<file path="config.mk">
export PLATFORM = sky130hd
export DESIGN_NAME = dac_self_calibration_ctrl
export DESIGN_NICKNAME = d
export VERILOG_FILES = /design/src/common/cal_pkg.sv /design/src/common/cal_reg_if.sv /design/src/logic/spi_reg_port.sv /design/src/logic/dac_self_calibration_ctrl.sv
export SDC_FILE = /design/constraint.sdc
export NUM_CORES = 1
export LEC_CHECK = 0
export ABC_AREA = 1
export BUFFER_PORTS_ARGS = -buffer_cell sky130_fd_sc_hd__buf_2
export CORE_AREA = 2 2 102 104
export CTS_BUF_LIST = sky130_fd_sc_hd__clkbuf_4 sky130_fd_sc_hd__clkbuf_8
export CTS_CLUSTER_DIAMETER = 100
export DETAILED_ROUTE_END_ITERATION = 12
export DIE_AREA = 0 0 104 106
export HOLD_SLACK_MARGIN = 0.03
export PLACE_DENSITY_LB_ADDON = 0.1
export SYNTH_ARGS = -nofsm -noshare
export SYNTH_HDL_FRONTEND = slang
export SYNTH_SLANG_ARGS = --single-unit
</file>
<file path="constraint.sdc">
create_clock -name clk -period 2.21 [get_ports clk]
set_input_delay 0.3315 -clock clk [delete_from_list [all_inputs] [get_ports clk]]
set_output_delay 0.3315 -clock clk [all_outputs]
set_load 0.03 [all_outputs]
</file>
<file path="src/common/cal_pkg.sv">
// constants, register map and types for the self-calibration sequencer
package cal_pkg;
  localparam int ADDR_W = 15;

  // register offsets
  localparam logic [14:0] ADDR_IRQ_ENABLE  = 15'h01f;
  localparam logic [14:0] ADDR_IRQ_STATUS  = 15'h023;
  localparam logic [14:0] ADDR_AVG_CTRL    = 15'h0e2;
  localparam logic [14:0] ADDR_CLK_CFG     = 15'h0e7;
  localparam logic [14:0] ADDR_CH_SELECT   = 15'h0e8;
  localparam logic [14:0] ADDR_CH_CTRL     = 15'h0e9;
  localparam logic [14:0] ADDR_INIT_VALUE  = 15'h0ed;

  // field positions
  localparam int PASS_BIT    = 7;
  localparam int FAIL_BIT    = 6;
  localparam int DONE_BIT    = 7;
  localparam int ERR_LSB     = 4;
  localparam int ENABLE_BIT  = 0;
  localparam int START_BIT   = 1;
  localparam int CLK_RUN_BIT = 3;
  localparam int NUM_CH      = 4;

  // reset values
  localparam logic [7:0] RST_IRQ_ENABLE = 8'h00;
  localparam logic [7:0] RST_CLK_CFG    = 8'h30;
  localparam logic [3:0] RST_CH_SELECT  = 4'h0;
  localparam logic [7:0] RST_INIT_VALUE = 8'h00;

  // timing
  localparam int CLK_PERIOD_PS = 4000;
  localparam int CAL_TIME_NS   = 2000;
  localparam int CAL_CYCLES    = (CAL_TIME_NS * 1000 + CLK_PERIOD_PS - 1) / CLK_PERIOD_PS;

  // serial frame layout
  localparam logic [4:0] SPI_INSTR_BITS = 5'h10;
  localparam logic [4:0] SPI_FRAME_BITS = 5'h18;

  typedef enum logic [1:0] {MODE_IDLE, MODE_AVG, MODE_CHAN} cal_mode_t;
endpackage : cal_pkg

</file>
<file path="src/common/cal_reg_if.sv">
// register access path between the serial port and the sequencer
`timescale 1ns/1ps
interface cal_reg_if;
  import cal_pkg::*;
  logic              wr_stb;
  logic [ADDR_W-1:0] addr;
  logic [7:0]        wdata;
  logic [7:0]        rdata;
  modport port (output wr_stb, output addr, output wdata, input rdata);
  modport regs (input wr_stb, input addr, input wdata, output rdata);
endinterface : cal_reg_if

</file>
<file path="src/logic/spi_reg_port.sv">
// serial register port: 16-bit instruction then one data byte
`timescale 1ns/1ps
module spi_reg_port (
  // clock and reset
  input  wire logic clk,
  input  wire logic rst_b,
  // serial pins
  input  wire logic sclk,
  input  wire logic cs_b,
  input  wire logic sdi,
  output logic      sdo,
  output logic      sdo_oe_b,
  // register side
  cal_reg_if.port   bus
);
  import cal_pkg::*;

  typedef struct packed {
    logic [2:0]        sync_sclk;
    logic [2:0]        sync_cs;
    logic [2:0]        sync_sdi;
    logic              sclk_st;
    logic              cs_st;
    logic [4:0]        cnt;
    logic [15:0]       shift;
    logic              rd;
    logic [ADDR_W-1:0] addr;
    logic [7:0]        dout;
    logic              sdo;
    logic              wr;
  } spi_state_t;

  spi_state_t s;
  spi_state_t next_s;

  always_comb begin
    logic rise;
    logic fall;
    logic din;
    rise = 1'b0;
    fall = 1'b0;
    din  = s.sync_sdi[2];
    next_s = s;
    next_s.sync_sclk = {s.sync_sclk[1:0], sclk};
    next_s.sync_cs   = {s.sync_cs[1:0], cs_b};
    next_s.sync_sdi  = {s.sync_sdi[1:0], sdi};
    next_s.wr = 1'b0;
    // a change counts only once the last two stages agree
    if (s.sync_sclk[2] == s.sync_sclk[1] && s.sync_sclk[2] != s.sclk_st) begin
      next_s.sclk_st = s.sync_sclk[2];
      rise = s.sync_sclk[2];
      fall = !s.sync_sclk[2];
    end
    if (s.sync_cs[2] == s.sync_cs[1]) begin
      next_s.cs_st = s.sync_cs[2];
    end
    if (s.cs_st) begin
      next_s.cnt = 5'd0;
      next_s.rd  = 1'b0;
    end else if (rise && s.cnt < SPI_FRAME_BITS) begin
      next_s.cnt = s.cnt + 5'd1;
      if (s.cnt < SPI_INSTR_BITS) begin
        next_s.shift = {s.shift[14:0], din};
        if (s.cnt == SPI_INSTR_BITS - 5'd1) begin
          next_s.rd   = s.shift[14];
          next_s.addr = {s.shift[13:0], din};
        end
      end else if (!s.rd) begin
        next_s.dout = {s.dout[6:0], din};
        next_s.wr   = (s.cnt == SPI_FRAME_BITS - 5'd1);
      end
    end else if (fall && s.rd && s.cnt >= SPI_INSTR_BITS && s.cnt < SPI_FRAME_BITS) begin
      // first falling edge of the data phase loads the read byte
      if (s.cnt == SPI_INSTR_BITS) begin
        next_s.sdo  = bus.rdata[7];
        next_s.dout = {bus.rdata[6:0], 1'b0};
      end else begin
        next_s.sdo  = s.dout[7];
        next_s.dout = {s.dout[6:0], 1'b0};
      end
    end
  end

  always_ff @(posedge clk or negedge rst_b) begin
    if (!rst_b) begin
      s <= '{sync_sclk: 3'h0, sync_cs: 3'h7, sync_sdi: 3'h0, sclk_st: 1'b0, cs_st: 1'b1,
             cnt: 5'h0, shift: 16'h0, rd: 1'b0, addr: '0, dout: 8'h0, sdo: 1'b0,
             wr: 1'b0};
    end else begin
      s <= next_s;
    end
  end

  assign bus.wr_stb = s.wr;
  assign bus.addr   = s.addr;
  assign bus.wdata  = s.dout;
  assign sdo        = s.sdo;
  // enabled from the 16th rise so the first data bit is driven before it is sampled
  assign sdo_oe_b   = !(!s.cs_st && s.rd && s.cnt >= SPI_INSTR_BITS);
endmodule : spi_reg_port

</file>
<file path="src/logic/dac_self_calibration_ctrl.sv">
// self-calibration sequencer for a four-channel converter with its register set
// How it works
// - select register bits 3..0 choose channels
// - pass bit7, fail bit6; zero while running
// - select channel, read done bit7, errors 6:4
// - pass/fail events gated by enable bits 7:6
// - one completed run gives full result
`timescale 1ns/1ps
module dac_self_calibration_ctrl (
  // clock and reset
  input  wire logic clk,
  input  wire logic rst_b,
  // serial port
  input  wire logic sclk,
  input  wire logic cs_b,
  input  wire logic sdi,
  output logic      sdo,
  output logic      sdo_oe_b,
  // analog calibration engine
  input  wire logic [cal_pkg::NUM_CH-1:0] cmp_fault,
  output logic                            cal_clk_en,
  output logic                            cal_busy,
  output logic [cal_pkg::NUM_CH-1:0]      cal_active_ch,
  output logic [7:0]                      cal_init_value,
  // event output
  output logic                            irq
);
  import cal_pkg::*;

  typedef struct packed {
    logic [7:0]              irq_en;
    logic                    pass;
    logic                    fail;
    logic                    avg_en;
    logic                    ch_en;
    logic [7:0]              clk_cfg;
    logic [NUM_CH-1:0]       sel;
    logic [7:0]              init;
    cal_mode_t               mode;
    logic [15:0]             cnt;
    logic [NUM_CH-1:0]       run_sel;
    logic [NUM_CH-1:0]       fault_seen;
    logic [NUM_CH-1:0]       done;
    logic [NUM_CH-1:0][2:0]  err;
  } cal_state_t;

  cal_state_t s;
  cal_state_t next_s;

  cal_reg_if bus ();

  spi_reg_port u_spi (
    .clk      (clk),
    .rst_b    (rst_b),
    .sclk     (sclk),
    .cs_b     (cs_b),
    .sdi      (sdi),
    .sdo      (sdo),
    .sdo_oe_b (sdo_oe_b),
    .bus      (bus.port)
  );

  logic                    clk_on;
  logic                    running;
  logic                    abort;
  logic                    finish;
  logic [NUM_CH-1:0]       fault_now;
  logic                    set_pass;
  logic                    set_fail;
  logic                    start_avg;
  logic                    start_ch;
  logic                    start;
  logic [NUM_CH-1:0]       done_n;
  logic [NUM_CH-1:0][2:0]  err_n;
  logic [1:0]              rd_idx;

  assign clk_on    = s.clk_cfg[CLK_RUN_BIT];
  assign running   = (s.mode != MODE_IDLE);
  // clock pulled mid-run ends the run as a failure rather than hanging
  assign abort     = running && !clk_on;
  assign finish    = running && (abort || s.cnt == 16'h0);
  assign fault_now = s.fault_seen | (cmp_fault & s.run_sel);
  assign set_pass  = finish && !abort && (fault_now == '0);
  assign set_fail  = finish && !set_pass;
  // start only from idle with enable and start both written
  assign start_avg = bus.wr_stb && bus.addr == ADDR_AVG_CTRL && !running
                     && bus.wdata[ENABLE_BIT] && bus.wdata[START_BIT];
  assign start_ch  = bus.wr_stb && bus.addr == ADDR_CH_CTRL && !running
                     && bus.wdata[ENABLE_BIT] && bus.wdata[START_BIT];
  assign start     = start_avg || start_ch;

  genvar gi;
  generate
    for (gi = 0; gi < NUM_CH; gi++) begin : g_ch
      always_comb begin
        done_n[gi] = s.done[gi];
        err_n[gi]  = s.err[gi];
        if (start && s.sel[gi]) begin
          done_n[gi] = 1'b0;
          err_n[gi]  = 3'h0;
        end else if (finish && s.run_sel[gi]) begin
          done_n[gi] = 1'b1;
          err_n[gi]  = {1'b0, abort, fault_now[gi]};
        end
      end
    end
  endgenerate

  // status reads report the lowest selected channel
  always_comb begin
    rd_idx = 2'd0;
    for (int i = NUM_CH - 1; i >= 0; i--) begin
      if (s.sel[i]) begin
        rd_idx = 2'(i);
      end
    end
  end

  always_comb begin
    bus.rdata = 8'h00;
    unique case (bus.addr)
      ADDR_IRQ_ENABLE: bus.rdata = s.irq_en;
      ADDR_IRQ_STATUS: bus.rdata = {s.pass, s.fail, 6'h00};
      ADDR_AVG_CTRL:   bus.rdata = {6'h00, running && s.mode == MODE_AVG, s.avg_en};
      ADDR_CLK_CFG:    bus.rdata = s.clk_cfg;
      ADDR_CH_SELECT:  bus.rdata = {4'h0, s.sel};
      ADDR_CH_CTRL:    bus.rdata = {s.done[rd_idx], s.err[rd_idx], 2'h0,
                                    running && s.mode == MODE_CHAN, s.ch_en};
      ADDR_INIT_VALUE: bus.rdata = s.init;
      default:         bus.rdata = 8'h00;
    endcase
  end

  always_comb begin
    next_s = s;
    next_s.done = done_n;
    next_s.err  = err_n;
    if (running) begin
      next_s.fault_seen = fault_now;
      if (clk_on && s.cnt != 16'h0) begin
        next_s.cnt = s.cnt - 16'h1;
      end
    end
    if (finish) begin
      next_s.mode = MODE_IDLE;
    end
    // event set wins over a simultaneous clear
    if (bus.wr_stb && bus.addr == ADDR_IRQ_STATUS) begin
      next_s.pass = s.pass & !bus.wdata[PASS_BIT];
      next_s.fail = s.fail & !bus.wdata[FAIL_BIT];
    end
    if (set_pass) begin
      next_s.pass = 1'b1;
    end
    if (set_fail) begin
      next_s.fail = 1'b1;
    end
    if (bus.wr_stb) begin
      unique case (bus.addr)
        ADDR_IRQ_ENABLE: next_s.irq_en = bus.wdata;
        ADDR_CLK_CFG:    next_s.clk_cfg = bus.wdata;
        ADDR_CH_SELECT:  next_s.sel = bus.wdata[NUM_CH-1:0];
        ADDR_INIT_VALUE: next_s.init = bus.wdata;
        ADDR_AVG_CTRL:   next_s.avg_en = bus.wdata[ENABLE_BIT];
        ADDR_CH_CTRL:    next_s.ch_en = bus.wdata[ENABLE_BIT];
        default:         next_s.irq_en = s.irq_en;
      endcase
    end
    if (start) begin
      next_s.mode       = start_avg ? MODE_AVG : MODE_CHAN;
      next_s.run_sel    = s.sel;
      next_s.cnt        = 16'(CAL_CYCLES - 1);
      next_s.fault_seen = '0;
      next_s.pass       = 1'b0;
      next_s.fail       = 1'b0;
    end
  end

  always_ff @(posedge clk or negedge rst_b) begin
    if (!rst_b) begin
      s <= '{irq_en: RST_IRQ_ENABLE, pass: 1'b0, fail: 1'b0, avg_en: 1'b0, ch_en: 1'b0,
             clk_cfg: RST_CLK_CFG, sel: RST_CH_SELECT, init: RST_INIT_VALUE,
             mode: MODE_IDLE, cnt: 16'h0, run_sel: '0, fault_seen: '0, done: '0,
             err: '0};
    end else begin
      s <= next_s;
    end
  end

  assign cal_clk_en     = s.clk_cfg[CLK_RUN_BIT];
  assign cal_busy       = running;
  assign cal_active_ch  = running ? s.run_sel : '0;
  assign cal_init_value = s.init;
  assign irq = (s.pass && s.irq_en[PASS_BIT]) || (s.fail && s.irq_en[FAIL_BIT]);

  property p_flags_quiet_run;
    @(posedge clk) disable iff (!rst_b) running |-> !s.pass && !s.fail;
  endproperty
  a_flags_quiet_run: assert property (p_flags_quiet_run) else $error("flag set during run");

  property p_run_length;
    @(posedge clk) disable iff (!rst_b)
      start && clk_on ##1 clk_on [*8] |-> ##[493:495] !running;
  endproperty
  a_run_length: assert property (p_run_length) else $error("run length wrong");

  property p_result_once;
    @(posedge clk) disable iff (!rst_b) finish |=> !running && (s.pass ^ s.fail);
  endproperty
  a_result_once: assert property (p_result_once) else $error("no single result");

  property p_stay_idle;
    @(posedge clk) disable iff (!rst_b) !running && !start |=> !running;
  endproperty
  a_stay_idle: assert property (p_stay_idle) else $error("run without start");

  property p_pass_irq;
    @(posedge clk) disable iff (!rst_b) $rose(s.pass) && s.irq_en[PASS_BIT] |-> irq;
  endproperty
  a_pass_irq: assert property (p_pass_irq) else $error("pass event not raised");

  property p_masked_irq;
    @(posedge clk) disable iff (!rst_b) s.irq_en[7:6] == 2'b00 |-> !irq;
  endproperty
  a_masked_irq: assert property (p_masked_irq) else $error("masked event raised");

  property p_clear_pass;
    @(posedge clk) disable iff (!rst_b)
      bus.wr_stb && bus.addr == ADDR_IRQ_STATUS && bus.wdata[PASS_BIT] && !set_pass
      |=> !s.pass && s.fail == $past((s.fail && !bus.wdata[FAIL_BIT]) || set_fail);
  endproperty
  a_clear_pass: assert property (p_clear_pass) else $error("pass clear wrong");

  property p_chan_done;
    @(posedge clk) disable iff (!rst_b)
      finish && s.mode == MODE_CHAN |=> (s.done & $past(s.run_sel)) == $past(s.run_sel);
  endproperty
  a_chan_done: assert property (p_chan_done) else $error("channel done missing");

  property p_run_sel;
    @(posedge clk) disable iff (!rst_b) start |=> running && s.run_sel == $past(s.sel);
  endproperty
  a_run_sel: assert property (p_run_sel) else $error("wrong channels run");
endmodule : dac_self_calibration_ctrl

</file>
# Word level (Yosys, flattened, before mapping)
# Index checks and enable logic that the tools add are counted.
[word_totals] regBits=132
[op_classes] n_mux=52 order_cmp=4 bitwise_logic=6 n_reduce_logical=75 add_sub_neg=2 n_eq_ne=17
[ops] operator="15-bit by 8-bit == test with 1-bit output, second input constant" count=5
[ops] operator="8-bit one-hot mux with 7 select lines" count=1
[ops] operator="16-bit two-way mux" count=3
[ops] operator="37-bit two-way mux" count=1
[ops] operator="1-bit logical AND" count=34
[ops] operator="32-bit two-way mux" count=1
[ops] operator="3-bit two-way mux" count=9
[ops] operator="26-bit two-way mux" count=1
[ops] operator="8-bit two-way mux" count=3
[ops] operator="2-bit nonzero test" count=12
[ops] operator="1-bit two-way mux" count=18
[ops] operator="9-bit two-way mux" count=2
[ops] operator="16-bit zero test" count=1
[ops] operator="2-bit two-way mux" count=8
[ops] operator="16-bit nonzero test" count=1
[ops] operator="16-bit by 1-bit subtractor with 16-bit output, second input constant" count=1
[ops] operator="15-bit by 5-bit == test with 1-bit output, second input constant" count=1
[ops] operator="15-bit by 6-bit == test with 1-bit output, second input constant" count=1
[ops] operator="2-bit AND reduction" count=7
[ops] operator="5-bit == test, second input constant" count=2
[ops] operator="5-bit less-than comparator, second input constant" count=2
[ops] operator="1-bit zero test" count=9
[ops] operator="3-bit AND reduction" count=3
[ops] operator="4-bit two-way mux" count=2
[ops] operator="20 further kinds" count=28

# Depth between registers and ports, before layout
[depth] ltp_word=10 mapped_depth=12 ltp_nobuf=12

# By module
# Synthesis repeated with hierarchy kept, for this count alone.
[unflattened] hier_cells=827 hier_area_um2=6543.8
[modules_own_cells] mod="dac_self_calibration_ctrl" instances=1 area_each_um2=3903.7 cells_each=514
[modules_own_cells] mod="spi_reg_port" instances=1 area_each_um2=2640.0 cells_each=313

# Worst setup path after synthesis
# OpenSTA, ideal clock, no wires.
[synth_path] path_type="register to register" from="register s[41] in the netlist's numbering" to="register s[28] in the netlist's numbering" path_stages_with_launch=10 arrival_ns=1.606 path_buffers=1 required_time_ns=2.085 slack_ns=0.479 cell_sequence="dfrtp_1 nor2_4 inv_1 nor2_1 nand3_2 nand2_4 nor2_4 buf_6 nand2_1 o21ai_1"
[synth_via] elab_chain_cells=8 elab_cells_between_ends=13
[synth_rtl] item="start, declared" line="dac_self_calibration_ctrl.sv:47" rtl="cal_state_t s;"
[synth_rtl] item="start signal, assigned" line="dac_self_calibration_ctrl.sv:181" rtl="s <= '{irq_en: RST_IRQ_ENABLE, pass: 1'b0, fail: 1'b0, avg_en: 1'b0, ch_en: 1'b0,"
[synth_rtl] item="start signal, assigned" line="dac_self_calibration_ctrl.sv:186" rtl="s <= next_s;"
[synth_rtl] item="2-bit nonzero test (*)" line="dac_self_calibration_ctrl.sv:78" rtl="assign running = (s.mode != MODE_IDLE);"
[synth_rtl] item="via cal_busy" line="dac_self_calibration_ctrl.sv:22" rtl="output logic cal_busy,"
[synth_rtl] item="1-bit zero test" line="dac_self_calibration_ctrl.sv:86, dac_self_calibration_ctrl.sv:88"
[synth_rtl] item="1-bit logical AND (on tied branches)" line="dac_self_calibration_ctrl.sv:86, dac_self_calibration_ctrl.sv:88"
[synth_rtl] item="1-bit logical AND (on tied branches) (2 in series)" line="dac_self_calibration_ctrl.sv:87, dac_self_calibration_ctrl.sv:89"
[synth_rtl] item="1-bit logical OR" line="dac_self_calibration_ctrl.sv:90" rtl="assign start = start_avg || start_ch;"
[synth_rtl] item="2-bit nonzero test (no source line)"
[synth_rtl] item="2-bit AND reduction (no source line)"
# The timed path passes the listed nets; every way through them passes the cells marked *.
# A chain may end at the register's enable or synchronous reset.

# Worst setup path in the final report
[layout_path] from="register u_spi.s, in the netlist u_spi.bus.addr[13]" to="register s[70] in the netlist's numbering"
[layout_via] elab_chain_cells=2
[layout_rtl] item="start, declared" line="spi_reg_port.sv:33" rtl="spi_state_t s;"
[layout_rtl] item="start signal, assigned" line="spi_reg_port.sv:86" rtl="s <= '{sync_sclk: 3'h0, sync_cs: 3'h7, sync_sdi: 3'h0, sclk_st: 1'b0, cs_st: 1'b1,"
[layout_rtl] item="start signal, assigned" line="spi_reg_port.sv:90" rtl="s <= next_s;"
[layout_rtl] item="15-bit by 5-bit == test with 1-bit output" line="dac_self_calibration_ctrl.sv:159" rtl="unique case (bus.addr)"
[layout_rtl] item="2-bit AND reduction (no source line)"
# Every way passes these cells.

==> metrics list <==
- In the final layout, the share of cells above drive strength 1 is 0.1439.
- Arrival time of the worst setup path: 2320 ps
* Vert. Die Dim: 106 um
* Inserted Clock Buffers: 17
- DRT antenna net count: 0
- Endpoint of the lowest-slack register-to-register path: s[70]
- For the worst setup path, the data required time is 2560 ps.
* CTS H-Tree Depth: 4
* Number of warnings reported in the yosys synthesis log: 0
* Remaining global-route overflow: 0
- Sequential-to-total area share from yosys stat: 0.5109
* Leading cell types by count after synthesis: sky130_fd_sc_hd__nand2_1 (178), sky130_fd_sc_hd__dfrtp_1 (121), sky130_fd_sc_hd__inv_1 (88)
* HPWL reported at the end of detailed placement: 9550 um
* Power, Total: 4668 uW
- Slew at the pin closest to its max-slew limit: 596.1 ps
- Later-pin clock latency in the skew report: 450 ps
- In the final design database the tool counted 814 nets.
- Of all nets on the critical path, the largest fanout is 16.
- Global-route wire length before repair: 23400 um
- TritonCTS built the clock tree.
- Effective utilization at floorplan: 0.6235
- The number of antenna diodes in the final layout is 0.
- Setup repair after global routing left no endpoint under its margin.
* Number of detailed-routing iterations run before antenna repair: 5
* Footprint of the flip-flops and latches: 3186 sq um
- Post-cts repair resize count: 0
* Slew Limit Headroom: 0.6017
- Top-Level Pins: 26
* Cell variety after synth: 39
* Buffer count from post-CTS setup fixing: 0
* Cells after Synth: 764
- With fillers left out, the area of the finished cells amounts to 6954 sq um.
* Pwr dens: 671.3 nW/um^2
- Final core occ: 0.6954
* Maxcap violations: 0
- # port buffers: 25
- In this run, synthesis produced a sequential element count of 127.
* Cell type with the highest aggregate area in the netlist: sky130_fd_sc_hd__dfrtp_1
- Dividing the detail-routed wire length by the instance count gives 14.13 um.
- Along the worst hold path, the cell count comes to 3.
- Vias: 5072
- The min-delay analysis places its worst path in the category primary input to flop.
- Number of vias per cell after detailed routing: 5.345
* Combined area of the multi-input logic cells: 2556 sq um
- Routability-driven placement finished with a final weighted congestion of 0.8662.
- The count of final hold-check violations was 0.
- In this run the cell area of the synthesized design comes to 6235 sq um.
- For this run, the total global-route usage over all layers was measured as 0.2684.
- In the synthesized netlist the dominant register cell turns out to be sky130_fd_sc_hd__dfrtp_1.
* Clock root cell: sky130_fd_sc_hd__clkbuf_8
* Filler Cell Count: 822
- The critical path is of the flop to flop type.
* Number of max-slew violations in the final report: 0
* Outcome: finished, final reports clean
- The region available for standard cell placement spans 10000 sq um.
* DRC violation count after routing: 0
- The startpoint identified for the worst register-to-register timing path is u_spi.bus.addr[13].
- Of the available clock period, the critical path in the final layout requires 0.8906.
- CTS saw 127 sinks.
- Post-CTS clock slew at the launch and capture registers of the worst setup and hold paths: 70 ps
* First DRT Iteration DRCs: 388
- Mean Syn Cell Area: 8.161 sq um
- Worst hold path startpoint: cmp_fault[2]
* Number of synthesized flops with an enable pin: 0
- Async set-or-reset flop fraction in the synthesized netlist: 1.000
- The worst hold path terminates at s[18].
- The die is 104 um wide.
- By area the synthesized netlist is led by sky130_fd_sc_hd__dfrtp_1 (49%), sky130_fd_sc_hd__nand2_1 (11%), sky130_fd_sc_hd__o21ai_0 (6.7%).
- Top achievable clock speed: 508.1 MHz
- Summed over all layers, the routed wires come to 13410 um.
- Maximum number of pins on one net before global-route repair: 61
- IR drop worst, VDD: 0.7330 mV
- Placement row count: 37
- After detailed placement, the total cell area comes to 6495 sq um.
- Setup clock skew after layout: 7.729 ps
* Tmin final: 1968 ps
* Flop-to-flop setup slack: 240 ps
* Antenna violations before repair: 0
- Cell leakage power: 0.003362 uW
- sky130_fd_sc_hd__nand2_1 is the most common cell in the netlist.
- When the netlist entered floorplanning its net count stood at 778.
- Area share of the largest cell type after synthesis: 0.4857
- Number of global-route vias before repair: 5024
* Crit. End Element: flop
- Worst Reg2Reg Path Length in Cells: 7
* Area overhead of the layout relative to synthesis: 11.54%
* Final-layout setup total negative slack: 0 ps
- The clock passes through at most 2 buffers.
* Die outline area: 11020 sq um
- Kind of start point of the critical path: flop
* Setup violations, final: 0
per-layer routing:
layer / track usage / vias up / wire (um)
met5: 0 / - / 0
li1: - / 2522 / -
met1: 0.3412 / 2367 / 6107
met2: 0.4356 / 147 / 6353
met4: 0.1197 / 0 / 372
met3: 0.07112 / 36 / 578
area by class of cell:
cell class,count,area share
multi-input cells,519,0.3676
flip-flops and latches,127,0.4581
clock inverters,13,0.02357
repair buffers,41,0.03886
inverters,94,0.05074
well taps,136,0.02447
clock buffers,19,0.03670
power by group:
part           switching [uW]  internal, uW  total (uW)
Sequential               36.4          2390        2430
Combinational             110          47.2         157
Clock                     925          1160        2080
Total                    1070          3600        4670
sequential cells by signal (all words and copies together) (netlist names):
register,flops
u_spi.bus.addr,15
s,61
u_spi.sdo,1
cal_init_value,8
u_spi.bus.wdata,8
u_spi.s,26
u_spi.next_s,6
cal_clk_en,1
u_spi.bus.wr_stb,1
how the worst max path moves through the flow:
stage | start | to | slack [ps] | cells past startpoint
after floorplan | s[41] | s[28] | 480 | 9
after global placement | s[24] | s[31] | 290 | 11
after detailed placement | s[24] | s[31] | 220 | 11
after CTS | u_spi.bus.addr[5] | s[31] | 220 | 12
after global routing | s[24] | s[31] | 10 | 11
final | u_spi.bus.addr[13] | s[70] | 240 | 7
placed cells by master, fill, tap and decap left out, drive strengths merged:
cell type    instances
ha                   5
nor2                95
o21bai               1
o21a                 1
or2                  5
a22o                 1
nand3b               7
and2                 2
xor2                 5
a21oi               28
maj3                 1
dfrtp              121
nand3               33
dfstp                6
mux2                 2
dlygate4sd3          4
xnor2                8
nand4               15
buf                 37
nand2              184
clkbuf              19
clkinvlp             2
o22ai                4
o21ai              107
a31oi                2
clkinv               7
bufinv               3
o31ai                1
nor3                10
o211ai               1
inv                 95
a21boi               1
worst max-delay path, cell delays in order, from the launching register on:
cell and delay [ps]:
sky130_fd_sc_hd__dfrtp_1 390, sky130_fd_sc_hd__nor2_1 100, sky130_fd_sc_hd__nand2_1 80, sky130_fd_sc_hd__nor2_4 280, sky130_fd_sc_hd__buf_4 210, sky130_fd_sc_hd__and2_1 190, sky130_fd_sc_hd__nand2_1 330, sky130_fd_sc_hd__o21ai_0 300
through the flow:
| step | hold slack (ps) | worst slack [ps] | instances |
|---|---|---|---|
| global placement | 319.1 | 288.7 | 913 |
| finish | 270.1 | 241.7 | 949 |
| CTS | 253.3 | 219.6 | 949 |
| floorplan | 35.91 | 479.3 | 764 |
| global route | 280.6 | 13.27 | 949 |
| detailed placement | 319.7 | 223.4 | 913 |
logic make-up (layout without fill, tap and decap cells):
group,count (synthesis),after routing,share of synthesized area
fa+ha+maj,6,6,0.01164
compound gates,147,147,0.1266
flops,127,127,0.5109
buf+inv,118,167,0.07907
mux,2,2,0.003612
xor+xnor,13,13,0.01826
simple gates,351,351,0.2498
timing repair:
| action | in CTS | in global routing |
|---|---|---|
| endpoints found under the setup margin | 0 | 0 |
| hold buffers | 4 | 0 |
| endpoints found under the hold margin | 33 | 0 |
No activity file was read; power rests on OpenSTA's default activity.
